**src/rtl/msc_pkg.sv**
```systemverilog
package msc_pkg;

  ////////////////////////////////////////////////////////////////////////////
  // Register map
  localparam int NUM_CNT = 12;
  localparam int DATA_W = 32;
  localparam int ADDR_W = 32;
  localparam int LEN_W = 11;
  localparam int COLL_W = 5;

  localparam logic [31:0] NET_CONTROL_ADDR = 32'hf802c000;
  localparam logic [31:0] NET_CONFIG_ADDR = 32'hf802c004;
  localparam logic [31:0] PAUSE_RX_OK_ADDR = 32'hf802c03c;
  localparam logic [31:0] TX_OK_ADDR = 32'hf802c040;
  localparam logic [31:0] SINGLE_COLLISION_ADDR = 32'hf802c044;
  localparam logic [31:0] MULTI_COLLISION_ADDR = 32'hf802c048;
  localparam logic [31:0] RX_OK_ADDR = 32'hf802c04c;
  localparam logic [31:0] CRC_ERROR_ADDR = 32'hf802c050;
  localparam logic [31:0] ALIGNMENT_ERROR_ADDR = 32'hf802c054;
  localparam logic [31:0] DEFERRED_TX_ADDR = 32'hf802c058;
  localparam logic [31:0] LATE_COLLISION_ADDR = 32'hf802c05c;
  localparam logic [31:0] EXCESSIVE_COLLISION_ADDR = 32'hf802c060;
  localparam logic [31:0] TX_UNDERRUN_ADDR = 32'hf802c064;
  localparam logic [31:0] CARRIER_SENSE_ERROR_ADDR = 32'hf802c068;

  // Counter indices, in address order
  localparam int IDX_PAUSE = 0;
  localparam int IDX_TX_OK = 1;
  localparam int IDX_SINGLE = 2;
  localparam int IDX_MULTI = 3;
  localparam int IDX_RX_OK = 4;
  localparam int IDX_CRC = 5;
  localparam int IDX_ALIGN = 6;
  localparam int IDX_DEFER = 7;
  localparam int IDX_LATE = 8;
  localparam int IDX_EXCESS = 9;
  localparam int IDX_UNDERRUN = 10;
  localparam int IDX_CARRIER = 11;

  localparam logic [31:0] CNT_ADDR [NUM_CNT] = '{
    PAUSE_RX_OK_ADDR, TX_OK_ADDR, SINGLE_COLLISION_ADDR, MULTI_COLLISION_ADDR,
    RX_OK_ADDR, CRC_ERROR_ADDR, ALIGNMENT_ERROR_ADDR, DEFERRED_TX_ADDR,
    LATE_COLLISION_ADDR, EXCESSIVE_COLLISION_ADDR, TX_UNDERRUN_ADDR,
    CARRIER_SENSE_ERROR_ADDR};
  localparam int unsigned CNT_W [NUM_CNT] = '{16, 24, 16, 16, 24, 8, 8, 16, 8, 8, 8, 8};

  localparam logic [NUM_CNT-1:0] RX_CNT_MASK = 12'h071;
  localparam logic [NUM_CNT-1:0] UNDERRUN_ONLY = 12'h400;

  ////////////////////////////////////////////////////////////////////////////
  // Control fields and reset values
  localparam int RX_EN_BIT = 2;
  localparam int STAT_WE_BIT = 7;
  localparam int FULL_DUPLEX_BIT = 1;
  localparam int BIG_FRAME_BIT = 8;
  localparam logic [31:0] NET_CONTROL_RST = 32'h0000_0000;
  localparam logic [31:0] NET_CONFIG_RST = 32'h0000_0000;
  localparam logic [31:0] CNT_RST = 32'h0000_0000;

  ////////////////////////////////////////////////////////////////////////////
  // Frame limits
  localparam logic [LEN_W-1:0] MIN_FRAME_LEN = 11'h040;
  localparam logic [LEN_W-1:0] MAX_FRAME_LEN = 11'h5ee;
  localparam logic [LEN_W-1:0] MAX_BIG_FRAME_LEN = 11'h600;
  localparam logic [COLL_W-1:0] EXCESS_COLL = 5'h10;
  localparam logic [COLL_W-1:0] MULTI_COLL_MAX = 5'h0f;

  typedef logic [NUM_CNT-1:0] msc_cnt_vec_t;

endpackage : msc_pkg

```
**src/rtl/msc_cnt_if.sv**
```systemverilog
interface msc_cnt_if;
  logic inc;
  logic clr;
  logic wr;
  logic [31:0] wdata;
  logic [31:0] value;

  modport counter (input inc, input clr, input wr, input wdata, output value);
  modport owner (output inc, output clr, output wr, output wdata, input value);
endinterface : msc_cnt_if

```
**src/rtl/msc_stat_counters.sv**
```systemverilog
// Design decision made here: the address-and-strobe port.
module msc_stat_counters (
  // Clock, reset, enable
  input wire logic i_ref_clk,
  input wire logic i_nrst,
  input wire logic i_clk_en,
  // Register port
  input wire logic [31:0] i_addr,
  input wire logic [31:0] i_wdata,
  input wire logic i_wr,
  input wire logic i_rd,
  output logic [31:0] o_rdata,
  // Transmit frame status
  input wire logic i_tx_done,
  input wire logic i_tx_underrun,
  input wire logic [4:0] i_tx_coll_cnt,
  input wire logic i_tx_late_coll,
  input wire logic i_tx_deferred,
  input wire logic i_tx_crs_seen,
  input wire logic i_tx_crs_dropped,
  // Receive frame status
  input wire logic i_rx_done,
  input wire logic [10:0] i_rx_len,
  input wire logic i_rx_odd_bits,
  input wire logic i_rx_crc_bad,
  input wire logic i_rx_sym_err,
  input wire logic i_rx_addr_match,
  input wire logic i_rx_copied,
  input wire logic i_rx_pause
);

  ////////////////////////////////////////////////////////////////////////////
  // Control registers
  logic [31:0] net_control_reg;
  logic [31:0] net_config_reg;
  logic ctl_hit;
  logic cfg_hit;
  logic rx_enable;
  logic stat_write_en;
  logic full_duplex;
  logic big_frames;

  assign ctl_hit = i_addr == msc_pkg::NET_CONTROL_ADDR;
  assign cfg_hit = i_addr == msc_pkg::NET_CONFIG_ADDR;
  assign rx_enable = net_control_reg[msc_pkg::RX_EN_BIT];
  assign stat_write_en = net_control_reg[msc_pkg::STAT_WE_BIT];
  assign full_duplex = net_config_reg[msc_pkg::FULL_DUPLEX_BIT];
  assign big_frames = net_config_reg[msc_pkg::BIG_FRAME_BIT];

  always_ff @(posedge i_ref_clk or negedge i_nrst) begin
    if (!i_nrst) begin
      net_control_reg <= msc_pkg::NET_CONTROL_RST;
    end else if (i_clk_en && i_wr && ctl_hit) begin
      net_control_reg <= i_wdata;
    end
  end

  always_ff @(posedge i_ref_clk or negedge i_nrst) begin
    if (!i_nrst) begin
      net_config_reg <= msc_pkg::NET_CONFIG_RST;
    end else if (i_clk_en && i_wr && cfg_hit) begin
      net_config_reg <= i_wdata;
    end
  end

  ////////////////////////////////////////////////////////////////////////////
  // Receive classification
  logic [10:0] max_len;
  logic len_ok;
  logic rx_bad;
  logic rx_good;
  logic rx_event;
  logic pause_tally;
  logic good_frame_tally;
  logic crc_fail_tally;
  logic align_fail_tally;

  assign max_len = big_frames ? msc_pkg::MAX_BIG_FRAME_LEN : msc_pkg::MAX_FRAME_LEN;
  assign len_ok = (i_rx_len >= msc_pkg::MIN_FRAME_LEN) && (i_rx_len <= max_len);
  // Alignment errors also carry a bad CRC, so one term covers both
  assign rx_bad = i_rx_crc_bad || i_rx_sym_err;
  assign rx_good = len_ok && !rx_bad;
  // Status pulse arrives once per frame from the receiver
  assign rx_event = i_rx_done && rx_enable;
  assign pause_tally = rx_event && rx_good && i_rx_pause;
  assign good_frame_tally = rx_event && rx_good && i_rx_addr_match && i_rx_copied;
  assign crc_fail_tally = rx_event && len_ok && !i_rx_odd_bits && rx_bad;
  assign align_fail_tally = rx_event && len_ok && i_rx_odd_bits && rx_bad;

  ////////////////////////////////////////////////////////////////////////////
  // Transmit classification
  logic tx_event;
  logic tx_starved_tally;
  logic retry_exhausted;
  logic no_coll;
  logic tx_good_tally;
  logic one_collision_tally;
  logic several_collision_tally;
  logic deferral_tally;
  logic late_hit_tally;
  logic too_many_hits_tally;
  logic carrier_loss_tally;

  // Underrun frames are filtered here so no other counter sees them
  assign tx_event = i_tx_done && !i_tx_underrun;
  assign tx_starved_tally = i_tx_done && i_tx_underrun;
  assign retry_exhausted = i_tx_coll_cnt == msc_pkg::EXCESS_COLL;
  assign no_coll = i_tx_coll_cnt == '0;
  assign tx_good_tally = tx_event && !retry_exhausted;
  assign one_collision_tally = tx_good_tally && (i_tx_coll_cnt == 5'h01);
  assign several_collision_tally = tx_good_tally && (i_tx_coll_cnt >= 5'h02)
      && (i_tx_coll_cnt <= msc_pkg::MULTI_COLL_MAX);
  assign deferral_tally = tx_event && i_tx_deferred && no_coll && !i_tx_late_coll;
  // Late collision also sits in the collision count, counting it twice
  assign late_hit_tally = tx_event && i_tx_late_coll;
  assign too_many_hits_tally = tx_event && retry_exhausted;
  // Carrier error feeds nothing else; other terms ignore crs inputs
  assign carrier_loss_tally = tx_event && !full_duplex && no_coll
      && (!i_tx_crs_seen || i_tx_crs_dropped);

  ////////////////////////////////////////////////////////////////////////////
  // Counter bank
  msc_pkg::msc_cnt_vec_t inc_vec;
  msc_pkg::msc_cnt_vec_t rd_hit;
  msc_pkg::msc_cnt_vec_t wr_hit;
  logic [31:0] cnt_val [msc_pkg::NUM_CNT];

  assign inc_vec = {carrier_loss_tally, tx_starved_tally, too_many_hits_tally,
                    late_hit_tally, deferral_tally, align_fail_tally, crc_fail_tally,
                    good_frame_tally, several_collision_tally, one_collision_tally,
                    tx_good_tally, pause_tally} & {msc_pkg::NUM_CNT{i_clk_en}};

  for (genvar k = 0; k < msc_pkg::NUM_CNT; k++) begin : g_cnt
    msc_cnt_if cif ();
    assign rd_hit[k] = i_clk_en && i_rd && (i_addr == msc_pkg::CNT_ADDR[k]);
    // Writes without the enable bit fall on the floor
    assign wr_hit[k] = i_clk_en && i_wr && stat_write_en
        && (i_addr == msc_pkg::CNT_ADDR[k]);
    assign cif.inc = inc_vec[k];
    assign cif.clr = rd_hit[k];
    assign cif.wr = wr_hit[k];
    assign cif.wdata = i_wdata;
    assign cnt_val[k] = cif.value;

    msc_sat_counter #(
      .W(msc_pkg::CNT_W[k])
    ) u_cnt (
      .i_ref_clk(i_ref_clk),
      .i_nrst(i_nrst),
      .i_clk_en(i_clk_en),
      .cnt(cif.counter)
    );
  end

  ////////////////////////////////////////////////////////////////////////////
  // Read path
  logic [31:0] read_sel;
  logic [31:0] next_rdata;

  always_comb begin
    read_sel = '0;
    for (int k = 0; k < msc_pkg::NUM_CNT; k++) begin
      if (i_addr == msc_pkg::CNT_ADDR[k]) begin
        read_sel = cnt_val[k];
      end
    end
    if (ctl_hit) begin
      read_sel = net_control_reg;
    end
    if (cfg_hit) begin
      read_sel = net_config_reg;
    end
  end

  // Data stands for exactly one cycle; unmapped reads give zero
  assign next_rdata = i_rd ? read_sel : '0;

  always_ff @(posedge i_ref_clk or negedge i_nrst) begin
    if (!i_nrst) begin
      o_rdata <= '0;
    end else if (i_clk_en) begin
      o_rdata <= next_rdata;
    end
  end

  ////////////////////////////////////////////////////////////////////////////
  // Checks
  a_underrun_alone: assert property (
    @(posedge i_ref_clk) disable iff (!i_nrst)
    (i_clk_en && i_tx_done && i_tx_underrun && !i_rx_done)
      |-> inc_vec == msc_pkg::UNDERRUN_ONLY)
    else $error("underrun frame bumped another counter");

  a_rx_gated: assert property (
    @(posedge i_ref_clk) disable iff (!i_nrst)
    !rx_enable |-> (inc_vec & msc_pkg::RX_CNT_MASK) == '0)
    else $error("receive counter moved while receive disabled");

  a_good_length: assert property (
    @(posedge i_ref_clk) disable iff (!i_nrst)
    (inc_vec[msc_pkg::IDX_PAUSE] || inc_vec[msc_pkg::IDX_RX_OK])
      |-> i_rx_len >= 11'h040 && i_rx_len <= (big_frames ? 11'h600 : 11'h5ee)
          && !i_rx_crc_bad && !i_rx_sym_err)
    else $error("good frame counted outside length or with error");

  a_late_twice: assert property (
    @(posedge i_ref_clk) disable iff (!i_nrst)
    (i_clk_en && tx_event && i_tx_late_coll && i_tx_coll_cnt >= 5'h01
      && i_tx_coll_cnt <= msc_pkg::MULTI_COLL_MAX)
      |-> inc_vec[msc_pkg::IDX_LATE]
          && (inc_vec[msc_pkg::IDX_SINGLE] || inc_vec[msc_pkg::IDX_MULTI]))
    else $error("late collision not counted twice");

  a_carrier_half: assert property (
    @(posedge i_ref_clk) disable iff (!i_nrst)
    full_duplex |-> !inc_vec[msc_pkg::IDX_CARRIER])
    else $error("carrier error counted in full duplex");

  a_read_clears: assert property (
    @(posedge i_ref_clk) disable iff (!i_nrst)
    (rd_hit[msc_pkg::IDX_TX_OK] && !inc_vec[msc_pkg::IDX_TX_OK])
      |=> cnt_val[msc_pkg::IDX_TX_OK] == 32'h0 && o_rdata == $past(cnt_val[msc_pkg::IDX_TX_OK]))
    else $error("read did not return and clear counter");

  a_counter_sticks: assert property (
    @(posedge i_ref_clk) disable iff (!i_nrst)
    (cnt_val[msc_pkg::IDX_CRC] == 32'h0000_00ff && !rd_hit[msc_pkg::IDX_CRC]
      && !wr_hit[msc_pkg::IDX_CRC])
      |=> cnt_val[msc_pkg::IDX_CRC] == 32'h0000_00ff)
    else $error("saturated counter changed");

  a_write_locked: assert property (
    @(posedge i_ref_clk) disable iff (!i_nrst)
    (i_clk_en && i_wr && !stat_write_en && i_addr == msc_pkg::CRC_ERROR_ADDR
      && !inc_vec[msc_pkg::IDX_CRC])
      |=> $stable(cnt_val[msc_pkg::IDX_CRC]))
    else $error("locked write altered a counter");

  a_rdata_window: assert property (
    @(posedge i_ref_clk) disable iff (!i_nrst)
    (i_clk_en && !i_rd) |=> o_rdata == 32'h0)
    else $error("read data outside its cycle");

  a_single_count: assert property (
    @(posedge i_ref_clk) disable iff (!i_nrst)
    inc_vec[msc_pkg::IDX_SINGLE] |-> !inc_vec[msc_pkg::IDX_MULTI] && i_tx_coll_cnt == 5'h01)
    else $error("single and multi collision mixed");

  a_pause_moves: assert property (
    @(posedge i_ref_clk) disable iff (!i_nrst)
    (inc_vec[msc_pkg::IDX_PAUSE] && !rd_hit[msc_pkg::IDX_PAUSE] && !wr_hit[msc_pkg::IDX_PAUSE]
      && cnt_val[msc_pkg::IDX_PAUSE] < 32'h0000_ffff)
      |=> cnt_val[msc_pkg::IDX_PAUSE] == $past(cnt_val[msc_pkg::IDX_PAUSE]) + 32'h1)
    else $error("pause counter did not step by one");

  a_excess_only: assert property (
    @(posedge i_ref_clk) disable iff (!i_nrst)
    (i_clk_en && i_tx_done && !i_tx_underrun && i_tx_coll_cnt == 5'h10)
      |-> inc_vec[msc_pkg::IDX_EXCESS] && !inc_vec[msc_pkg::IDX_TX_OK]
          && !inc_vec[msc_pkg::IDX_SINGLE] && !inc_vec[msc_pkg::IDX_MULTI])
    else $error("abandoned frame counted as sent");

  a_multi_range: assert property (
    @(posedge i_ref_clk) disable iff (!i_nrst)
    inc_vec[msc_pkg::IDX_MULTI]
      |-> !i_tx_underrun && i_tx_coll_cnt >= 5'h02 && i_tx_coll_cnt <= 5'h0f)
    else $error("multi collision count outside two to fifteen");

  a_tx_ok_cause: assert property (
    @(posedge i_ref_clk) disable iff (!i_nrst)
    inc_vec[msc_pkg::IDX_TX_OK]
      |-> i_tx_done && !i_tx_underrun && i_tx_coll_cnt != 5'h10)
    else $error("sent frame counted without success");

  a_defer_counted: assert property (
    @(posedge i_ref_clk) disable iff (!i_nrst)
    (i_clk_en && i_tx_done && !i_tx_underrun && i_tx_deferred && i_tx_coll_cnt == 5'h00)
      |-> inc_vec[msc_pkg::IDX_DEFER])
    else $error("deferred frame not counted");

  a_defer_clean: assert property (
    @(posedge i_ref_clk) disable iff (!i_nrst)
    inc_vec[msc_pkg::IDX_DEFER]
      |-> i_tx_deferred && !i_tx_underrun && i_tx_coll_cnt == 5'h00 && !i_tx_late_coll)
    else $error("deferral counted with collision or underrun");

  a_carrier_clean: assert property (
    @(posedge i_ref_clk) disable iff (!i_nrst)
    inc_vec[msc_pkg::IDX_CARRIER]
      |-> !i_tx_underrun && i_tx_coll_cnt == 5'h00 && (!i_tx_crs_seen || i_tx_crs_dropped))
    else $error("carrier error counted without cause");

  a_carrier_neutral: assert property (
    @(posedge i_ref_clk) disable iff (!i_nrst)
    inc_vec[msc_pkg::IDX_CARRIER] |-> inc_vec[msc_pkg::IDX_TX_OK])
    else $error("carrier error blocked the sent count");

  a_crc_whole: assert property (
    @(posedge i_ref_clk) disable iff (!i_nrst)
    inc_vec[msc_pkg::IDX_CRC]
      |-> !i_rx_odd_bits && (i_rx_crc_bad || i_rx_sym_err) && i_rx_len >= 11'h040)
    else $error("crc error counted for wrong frame");

  a_align_odd: assert property (
    @(posedge i_ref_clk) disable iff (!i_nrst)
    inc_vec[msc_pkg::IDX_ALIGN]
      |-> i_rx_odd_bits && (i_rx_crc_bad || i_rx_sym_err) && i_rx_len >= 11'h040)
    else $error("alignment error counted for wrong frame");

  a_rx_ok_copied: assert property (
    @(posedge i_ref_clk) disable iff (!i_nrst)
    inc_vec[msc_pkg::IDX_RX_OK] |-> i_rx_addr_match && i_rx_copied && rx_enable)
    else $error("received frame counted without match or copy");

  a_late_cause: assert property (
    @(posedge i_ref_clk) disable iff (!i_nrst)
    inc_vec[msc_pkg::IDX_LATE] |-> i_tx_late_coll && !i_tx_underrun)
    else $error("late collision counted without cause");

  a_idle_quiet: assert property (
    @(posedge i_ref_clk) disable iff (!i_nrst)
    (!i_tx_done && !i_rx_done) |-> inc_vec == '0)
    else $error("counter moved without a frame");

  a_write_lands: assert property (
    @(posedge i_ref_clk) disable iff (!i_nrst)
    (i_clk_en && i_wr && stat_write_en && i_addr == msc_pkg::CRC_ERROR_ADDR)
      |=> cnt_val[msc_pkg::IDX_CRC] == {24'h0, $past(i_wdata[7:0])})
    else $error("enabled write did not load the counter");

endmodule : msc_stat_counters

```
**src/rtl/msc_sat_counter.sv**
```systemverilog
module msc_sat_counter #(
  parameter int unsigned W = 8
) (
  // Clock and reset
  input wire logic i_ref_clk,
  input wire logic i_nrst,
  input wire logic i_clk_en,
  // Counter controls
  msc_cnt_if.counter cnt
);

  logic [W-1:0] count;
  logic [W-1:0] next_count;
  logic at_max;
  logic [W-1:0] count_up;

  assign at_max = &count;
  // Sticks at all ones instead of wrapping
  assign count_up = at_max ? count : count + W'(1);

  // Event in the read cycle survives as a count of one
  always_comb begin
    next_count = count;
    if (cnt.wr) begin
      next_count = cnt.wdata[W-1:0];
    end else if (cnt.clr) begin
      next_count = cnt.inc ? W'(1) : '0;
    end else if (cnt.inc) begin
      next_count = count_up;
    end
  end

  always_ff @(posedge i_ref_clk or negedge i_nrst) begin
    if (!i_nrst) begin
      count <= msc_pkg::CNT_RST[W-1:0];
    end else if (i_clk_en) begin
      count <= next_count;
    end
  end

  if (W < 32) begin : g_pad
    assign cnt.value = {{(32 - W){1'b0}}, count};
  end else begin : g_full
    assign cnt.value = count[31:0];
  end

endmodule : msc_sat_counter

```
**config.mk**
```make
export PLATFORM = sky130hd
export DESIGN_NAME = msc_stat_counters
export DESIGN_NICKNAME = d
export VERILOG_FILES = /design/src/rtl/msc_pkg.sv /design/src/rtl/msc_cnt_if.sv /design/src/rtl/msc_stat_counters.sv /design/src/rtl/msc_sat_counter.sv
export SDC_FILE = /design/constraint.sdc
export NUM_CORES = 1
export LEC_CHECK = 0
export BUFFER_PORTS_ARGS = -buffer_cell sky130_fd_sc_hd__buf_2
export CAP_MARGIN = 20
export CORE_MARGIN = 8
export CORE_UTILIZATION = 30
export DETAILED_ROUTE_END_ITERATION = 16
export GPL_TIMING_DRIVEN = 1
export HOLD_SLACK_MARGIN = 0.03
export SYNTH_ARGS = -nofsm -noshare
export SYNTH_HDL_FRONTEND = slang
export SYNTH_HIERARCHICAL = 1
export SYNTH_SLANG_ARGS = --single-unit
```
**constraint.sdc**
```tcl
create_clock -name i_ref_clk -period 3.25 [get_ports i_ref_clk]
set_input_delay 0.65 -clock i_ref_clk [delete_from_list [all_inputs] [get_ports i_ref_clk]]
set_output_delay 0.65 -clock i_ref_clk [all_outputs]
set_load 0.005 [all_outputs]
```
* Word-level counts from Yosys, hierarchy flattened
Cells that the tools add are included.
** Storage, ports and cells
- Register bits :: 256
- Input bits :: 98
- Output and inout port bits :: 32
- Logic and storage cells :: 237
** Cells by class
- $add $sub $neg :: 12
- Magnitude comparators :: 4
- Equality and inequality tests :: 28
- Muxes and demuxes :: 76
- Bitwise logic cells :: 1
- Reductions and logical operators :: 101
** Operators by type and width (count)
- 32-bit == test (second input constant) :: 14
- 32-bit 2-to-1 mux :: 13
- 16-bit 2-to-1 mux :: 17
- 24-bit 2-to-1 mux :: 9
- 8-bit 2-to-1 mux :: 24
- 16-bit by 1-bit adder with 16-bit output (second input constant) :: 4
- 16-bit AND reduction :: 4
- 1-bit logical AND :: 55
- 24-bit by 1-bit adder with 24-bit output (second input constant) :: 2
- 8-bit by 1-bit adder with 8-bit output (second input constant) :: 6
- 24-bit AND reduction :: 2
- 8-bit AND reduction :: 6
- 3-bit inequality test (second input constant) :: 12
- 3-bit AND reduction :: 12
- 3-bit nonzero test :: 12
- 12-bit AND :: 1
- 1-bit 2-to-1 mux :: 12
- 11-bit by 7-bit greater-or-equal comparator with 1-bit output (second input constant) :: 1
- 11-bit <= comparator :: 1
- 10-bit 2-to-1 mux :: 1
- 1-bit zero test :: 7
- 5-bit by 1-bit == test with 1-bit output (second input constant) :: 1
- 5-bit == test (second input constant) :: 1
- 5-bit by 2-bit greater-or-equal comparator with 1-bit output (second input constant) :: 1
- other kinds (3) :: 4

* Longest topological paths before layout
- Word-level depth :: 16
- Mapped depth :: 16
- Mapped depth without buffers :: 14

* Cells and area by module
The synthesis kept the hierarchy.
** Modules (own cells, without submodules)
- msc_stat_counters :: times used 1, cells each 958, area each 8154.1 um2, sequential area each 2402.3 um2
- msc_sat_counter (g_cnt[0].u_cnt ...) :: times used 4, cells each 151, area each 1318.8 um2, sequential area each 400.4 um2
- msc_sat_counter (g_cnt[10].u_cnt ...) :: times used 6, cells each 88, area each 728.2 um2, sequential area each 200.2 um2
- msc_sat_counter (g_cnt[1].u_cnt ...) :: times used 2, cells each 201, area each 1705.4 um2, sequential area each 600.6 um2

* Worst setup path before layout
No wires, ideal clock.
- Path kind :: in2reg
- Start :: in i_addr[10]
- End :: reg g_cnt[7].u_cnt.count[9]
- Library setup time :: 0.126 ns
- Arrival :: 3.306 ns
- Data required time :: 3.124 ns
- Slack :: -0.182 ns
- Stages on the path :: 13
- Path buffers :: 6
- Path through :: nor4bb_1 -> and4_1 -> buf_2 -> nand4_1 -> clkbuf_1 -> clkbuf_1 -> nor2_1 -> buf_2 -> or2_1 -> clkbuf_1 -> nand2_1 -> buf_4 -> a311o_1
** On the way
- Word-level cells in the longest chain between the ends :: 4
- Elaborated cells on any way between the ends :: 8
- Those cells by class :: eq/ne: 2; mux: 2; reduce/logical: 4
** Ends and longest elaborated chain
- start: declaration :: line msc_stat_counters.sv:8 : input wire logic [31:0] i_addr,
- 32-bit == test * :: line msc_stat_counters.sv:138 : && (i_addr == msc_pkg::CNT_ADDR[k]);
- 1-bit logical AND * :: line msc_stat_counters.sv:138
- named net g_cnt[7].cif.wr :: line msc_cnt_if.sv:4 : logic wr;
- 3-bit inequality test (no source line) / 3-bit nonzero test (equally long branches)
- 3-bit AND reduction (no source line)
- end signal: assignment :: line msc_sat_counter.sv:35 : count <= msc_pkg::CNT_RST[W-1:0];
- end signal: assignment :: line msc_sat_counter.sv:37 : count <= next_count;
- end: declaration :: line msc_sat_counter.sv:12 : logic [W-1:0] count;
The timed path passes the listed nets; every way through them passes the cells marked *.
A chain may end at the register's enable or synchronous reset.

* Worst setup path after layout
- Start :: reg net_config_reg[8]
- End :: reg g_cnt[4].u_cnt.count[3]
** On the way
- Word-level cells in the longest chain between the ends :: 10
** Ends and longest elaborated chain
- start: declaration :: line msc_stat_counters.sv:35 : logic [31:0] net_config_reg;
- start signal: assignment :: line msc_stat_counters.sv:60 : net_config_reg <= msc_pkg::NET_CONFIG_RST;
- start signal: assignment :: line msc_stat_counters.sv:62 : net_config_reg <= i_wdata;
- 10-bit 2-to-1 mux :: line msc_stat_counters.sv:78 : assign max_len = big_frames ? msc_pkg::MAX_BIG_FRAME_LEN : msc_pkg::MAX_FRAME_LEN;
- 11-bit <= comparator :: line msc_stat_counters.sv:79 : assign len_ok = (i_rx_len >= msc_pkg::MIN_FRAME_LEN) && (i_rx_len <= max_len);
- 1-bit logical AND :: line msc_stat_counters.sv:79
- 1-bit logical AND :: line msc_stat_counters.sv:82 : assign rx_good = len_ok && !rx_bad;
- 1-bit logical AND (3 in a row) :: line msc_stat_counters.sv:86 : assign good_frame_tally = rx_event && rx_good && i_rx_addr_match && i_rx_copied;
- 12-bit AND :: line msc_stat_counters.sv:131 : tx_good_tally, pause_tally} & {msc_pkg::NUM_CNT{i_clk_en}};
- named net inc_vec[4] :: line msc_stat_counters.sv:123 : msc_pkg::msc_cnt_vec_t inc_vec;
- 3-bit nonzero test (no source line)
- 3-bit AND reduction (no source line)
- end signal: assignment :: line msc_sat_counter.sv:35
- end signal: assignment :: line msc_sat_counter.sv:37
- end: declaration :: line msc_sat_counter.sv:12
The timed path passes the listed nets, and every way through them passes these cells.

==> results.yml <==
outcome:
  status: "complete, no violations"
power:
  seqPwrFrac: 0.424
  p_sw_frac: 0.267
  p_comb_frac: 0.095
  p_switching_mw: 2.14
  finalPower_mw: 8.02
  clkPwrFrac: 0.481
  p_int_mw: 5.88
  max-vdd-ir-drop_v: 0.000323
  powerDensity_nw_per_um2: 328
  total_leakage_power_nw: 10.2
synthesis:
  yosys.area.top_type: "dfrtp_1"
  synth-edff-count: 0
  ys_types: 101
  synth_top_cell_area_share: 0.302
  synth_ff_type: "dfrtp_1"
  synth_area_um2: 21200
  synth-compound-area-share: 0.276
  syn_inst: 2492
  synth_xor_xnor_area_share: 0.00248
  synth_top_family_by_area: "compound AO/OA/AOI/OAI gates"
  muxShareOfSynthArea: 0.0568
  synth_seq_cells: 256
  async_flop_share: 1.00
  yosys.area_share.simple: 0.226
  synth-seq-area-share: 0.302
  yosysWarnings: 6
  synth_area_leaders: "dfrtp_1 30%, buf_4 8.5%, nand2_1 4.1%"
  synth_adder_area_share: 0.0118
  avgSynthCellArea_um2: 8.51
final_layout:
  seq_area_um2: 6410
  final_cell_mix: "255 x dfrtp_1, 230 x nand2_1, 224 x conb_1"
  multiInputGateArea_um2: 13100
  regMostFlops: "g_cnt.u_cnt/count"
  fin_area_um2: 24400
  nNetsFinal: 2829
  fillers: 7321
  areaGrowthSynthToFinish_pct: 15.1
  largest_reg_flops: 160
  layout_commonest_cell: "dfrtp_1"
  drive_gt1_frac: 0.214
floorplan:
  rows: 97
  fp.coreArea_um2: 70000
  die-height_um: 282
  die_area_um2: 79500
  die_x_um: 282
  initial_utilization: 0.303
  io_pins: 130
sta:
  slew_headroom: 0.441
  holdWs_ns: 0.116
  fmax_ghz: 0.329
  fin_crit_ns: 3.04
  tightest_slew_ns: 0.836
  maxSlewViolCount: 0
  grt_setup_unrepaired: "no"
  clock_skew_ns: 0.0281
  hold_violations: 0
  setup-violations-final: 0
  period_share: 0.934
drt:
  drc_errors: 0
  via_per_inst: 5.59
  via_count: 20608
  wl_mm: 81.5
  routedWlPerCell_um: 22.1
  drt_iter0_drc: 2131
  first_pass_iters: 7
  ant_nets: 0
global_routing:
  antenna_found_initial: 12
  grt.total_usage: 0.198
  grt_pass1_vias: 19090
  grt-ovfl-total: 0
  grt_max_degree: 73
  grt_pass1_wl_mm: 122
job:
  maxCapViolCount: 0
worst_setup_path:
  r2r_start: "net_config_reg[8]$_DFFE_PN0P_"
  worstPathArrival_ns: 3.47
  crit_chain: "ha_1, nor2b_1, o21ai_0, a21boi_0, o21ai_0, a21oi_1, o221a_2, nor2_1, buf_4, o21ai_1, a31o_4, or2_4, o311ai_1"
  start_kind: "flip-flop"
  cp_slowest_cell: "dfrtp_2"
  path_class: "reg -> reg"
  slowest_delay_ns: 0.45
  worstPathMaxFanout: 6
  cp-startpoint: "net_config_reg[8]$_DFFE_PN0P_"
  crit_path_frequent_cell: "o21ai_0"
  crit_path_end_kind: "flip-flop"
  cp_data_required_time_ns: 3.69
place:
  gp_congestion: 0.956
  place_area_um2: 23300
  port_buffers: 129
  post-dp-hpwl_mm: 59.7
hold_path:
  min_path_type: "in -> async"
clock_tree:
  cts_max_level: 2
  numCtsBuffers: 34
  path_clk_slew_ns: 0.06
  cts_buffer_depth: 3
  cts_tree: "built"
  cts-root-buf: "clkbuf_16"
  clkLatencyLatePin_ns: 0.55
  cts_num_sinks: 256
==> stage by stage <==
| step | utilization | TNS (ns) | setup WS, ns | cells |
|---|---|---|---|---|
| after floorplan | - | 0 | 0.00971 | 2704 |
| after global placement | 0.332 | -0.0195 | -0.0193 | 3614 |
| after detailed placement | 0.332 | -0.175 | -0.0436 | 3614 |
| after CTS | 0.348 | 0 | 0.180 | 3674 |
| after global routing | 0.348 | 0 | 0.0251 | 3678 |
| final | 0.349 | 0 | 0.213 | 3684 |
==> routing by layer <==
metal	vias to the layer above	share of wire	global-route usage
met3	157	0.082	0.0395
met1	10051	0.44	0.273
met5	-	0.00038	0
li1	9546	-	-
met2	850	0.44	0.303
met4	4	0.037	0.0756
==> cells by family (layout without fill, tap and decap cells) <==
family	count (synthesis)	count (layout)
AO/OA/AOI/OAI	810	810
AND/OR/NAND/NOR	865	865
buffers and inverters	415	446
XOR/XNOR	6	6
multiplexers	108	108
flip-flops	256	256
other	12	233
adder cells (fa/ha/maj)	20	20
==> synthesized netlist by cell type (32+ instances only) <==
library cell    n
a21oi_1       104
a221oi_1       58
a22oi_1        65
a2bb2oi_1      32
and3_1         36
buf_2          50
buf_4         240
clkbuf_1       68
dfrtp_1       256
inv_1          41
mux2_1         39
mux2i_1        33
nand2_1       231
nand3_1       135
nand4_1        55
nor2_1        172
nor3_1         46
o211ai_1       50
o21ai_0       173
o21ai_1        43
==> final timing paths <==
check | end | slack [ns] | depth (start not counted)
worst max-delay path | g_cnt[4].u_cnt/count[3]$_DFFE_PN0P_ | 0.21 | 13
worst min-delay path | g_cnt[3].u_cnt/count[3]$_DFFE_PN0P_ | 0.12 | 1
worst max register to register | g_cnt[4].u_cnt/count[3]$_DFFE_PN0P_ | 0.21 | 13
worst min register to register | net_config_reg[23]$_DFFE_PN0P_ | 0.48 | 1
max in group asynchronous | g_cnt[1].u_cnt/count[22]$_DFFE_PN0P_ | 2.41 | 2
min in group i_ref_clk | net_control_reg[30]$_DFFE_PN0P_ | 0.33 | 2
==> power groups by stage <==
stage / logic [mW] / clock network, mW / registers, mW
6_report: 0.762 / 3.86 / 3.40
3_5_place_dp: 0.752 / 0 / 3.45
4_1_cts: 0.753 / 3.94 / 3.40
5_1_grt: 0.848 / 4.03 / 3.41
3_3_place_gp: 0.742 / 0 / 3.45
2_1_floorplan: 0.560 / 0 / 3.40
==> cell type report <==
| class | count | area share |
|---|---|---|
| timing repair buffer | 343 | 0.101 |
| sequential | 256 | 0.262 |
| antenna | 9 | 0.000922 |
| tap | 940 | 0.0482 |
| multi-input combinational | 2033 | 0.535 |
| clock buffer | 52 | 0.0405 |
| clock inverter | 8 | 0.00564 |
| inverter | 43 | 0.00661 |
==> timing repair <==
action,4_1_cts,5_1_grt
setup endpoints to repair,0,20
resized for setup,0,2
hold buffers,0,0
setup buffers,0,1
==> worst max-delay path, delay by kind of cell, from the launching register on <==
kind,cells,cell delay (ns)
buffers and inverters,1,0.19
AO/OA/AOI/OAI,8,1.42
adder cells (fa/ha/maj),1,0.30
AND/OR/NAND/NOR,3,0.57
flip-flops,1,0.45
(Power assumes the default switching activity.)
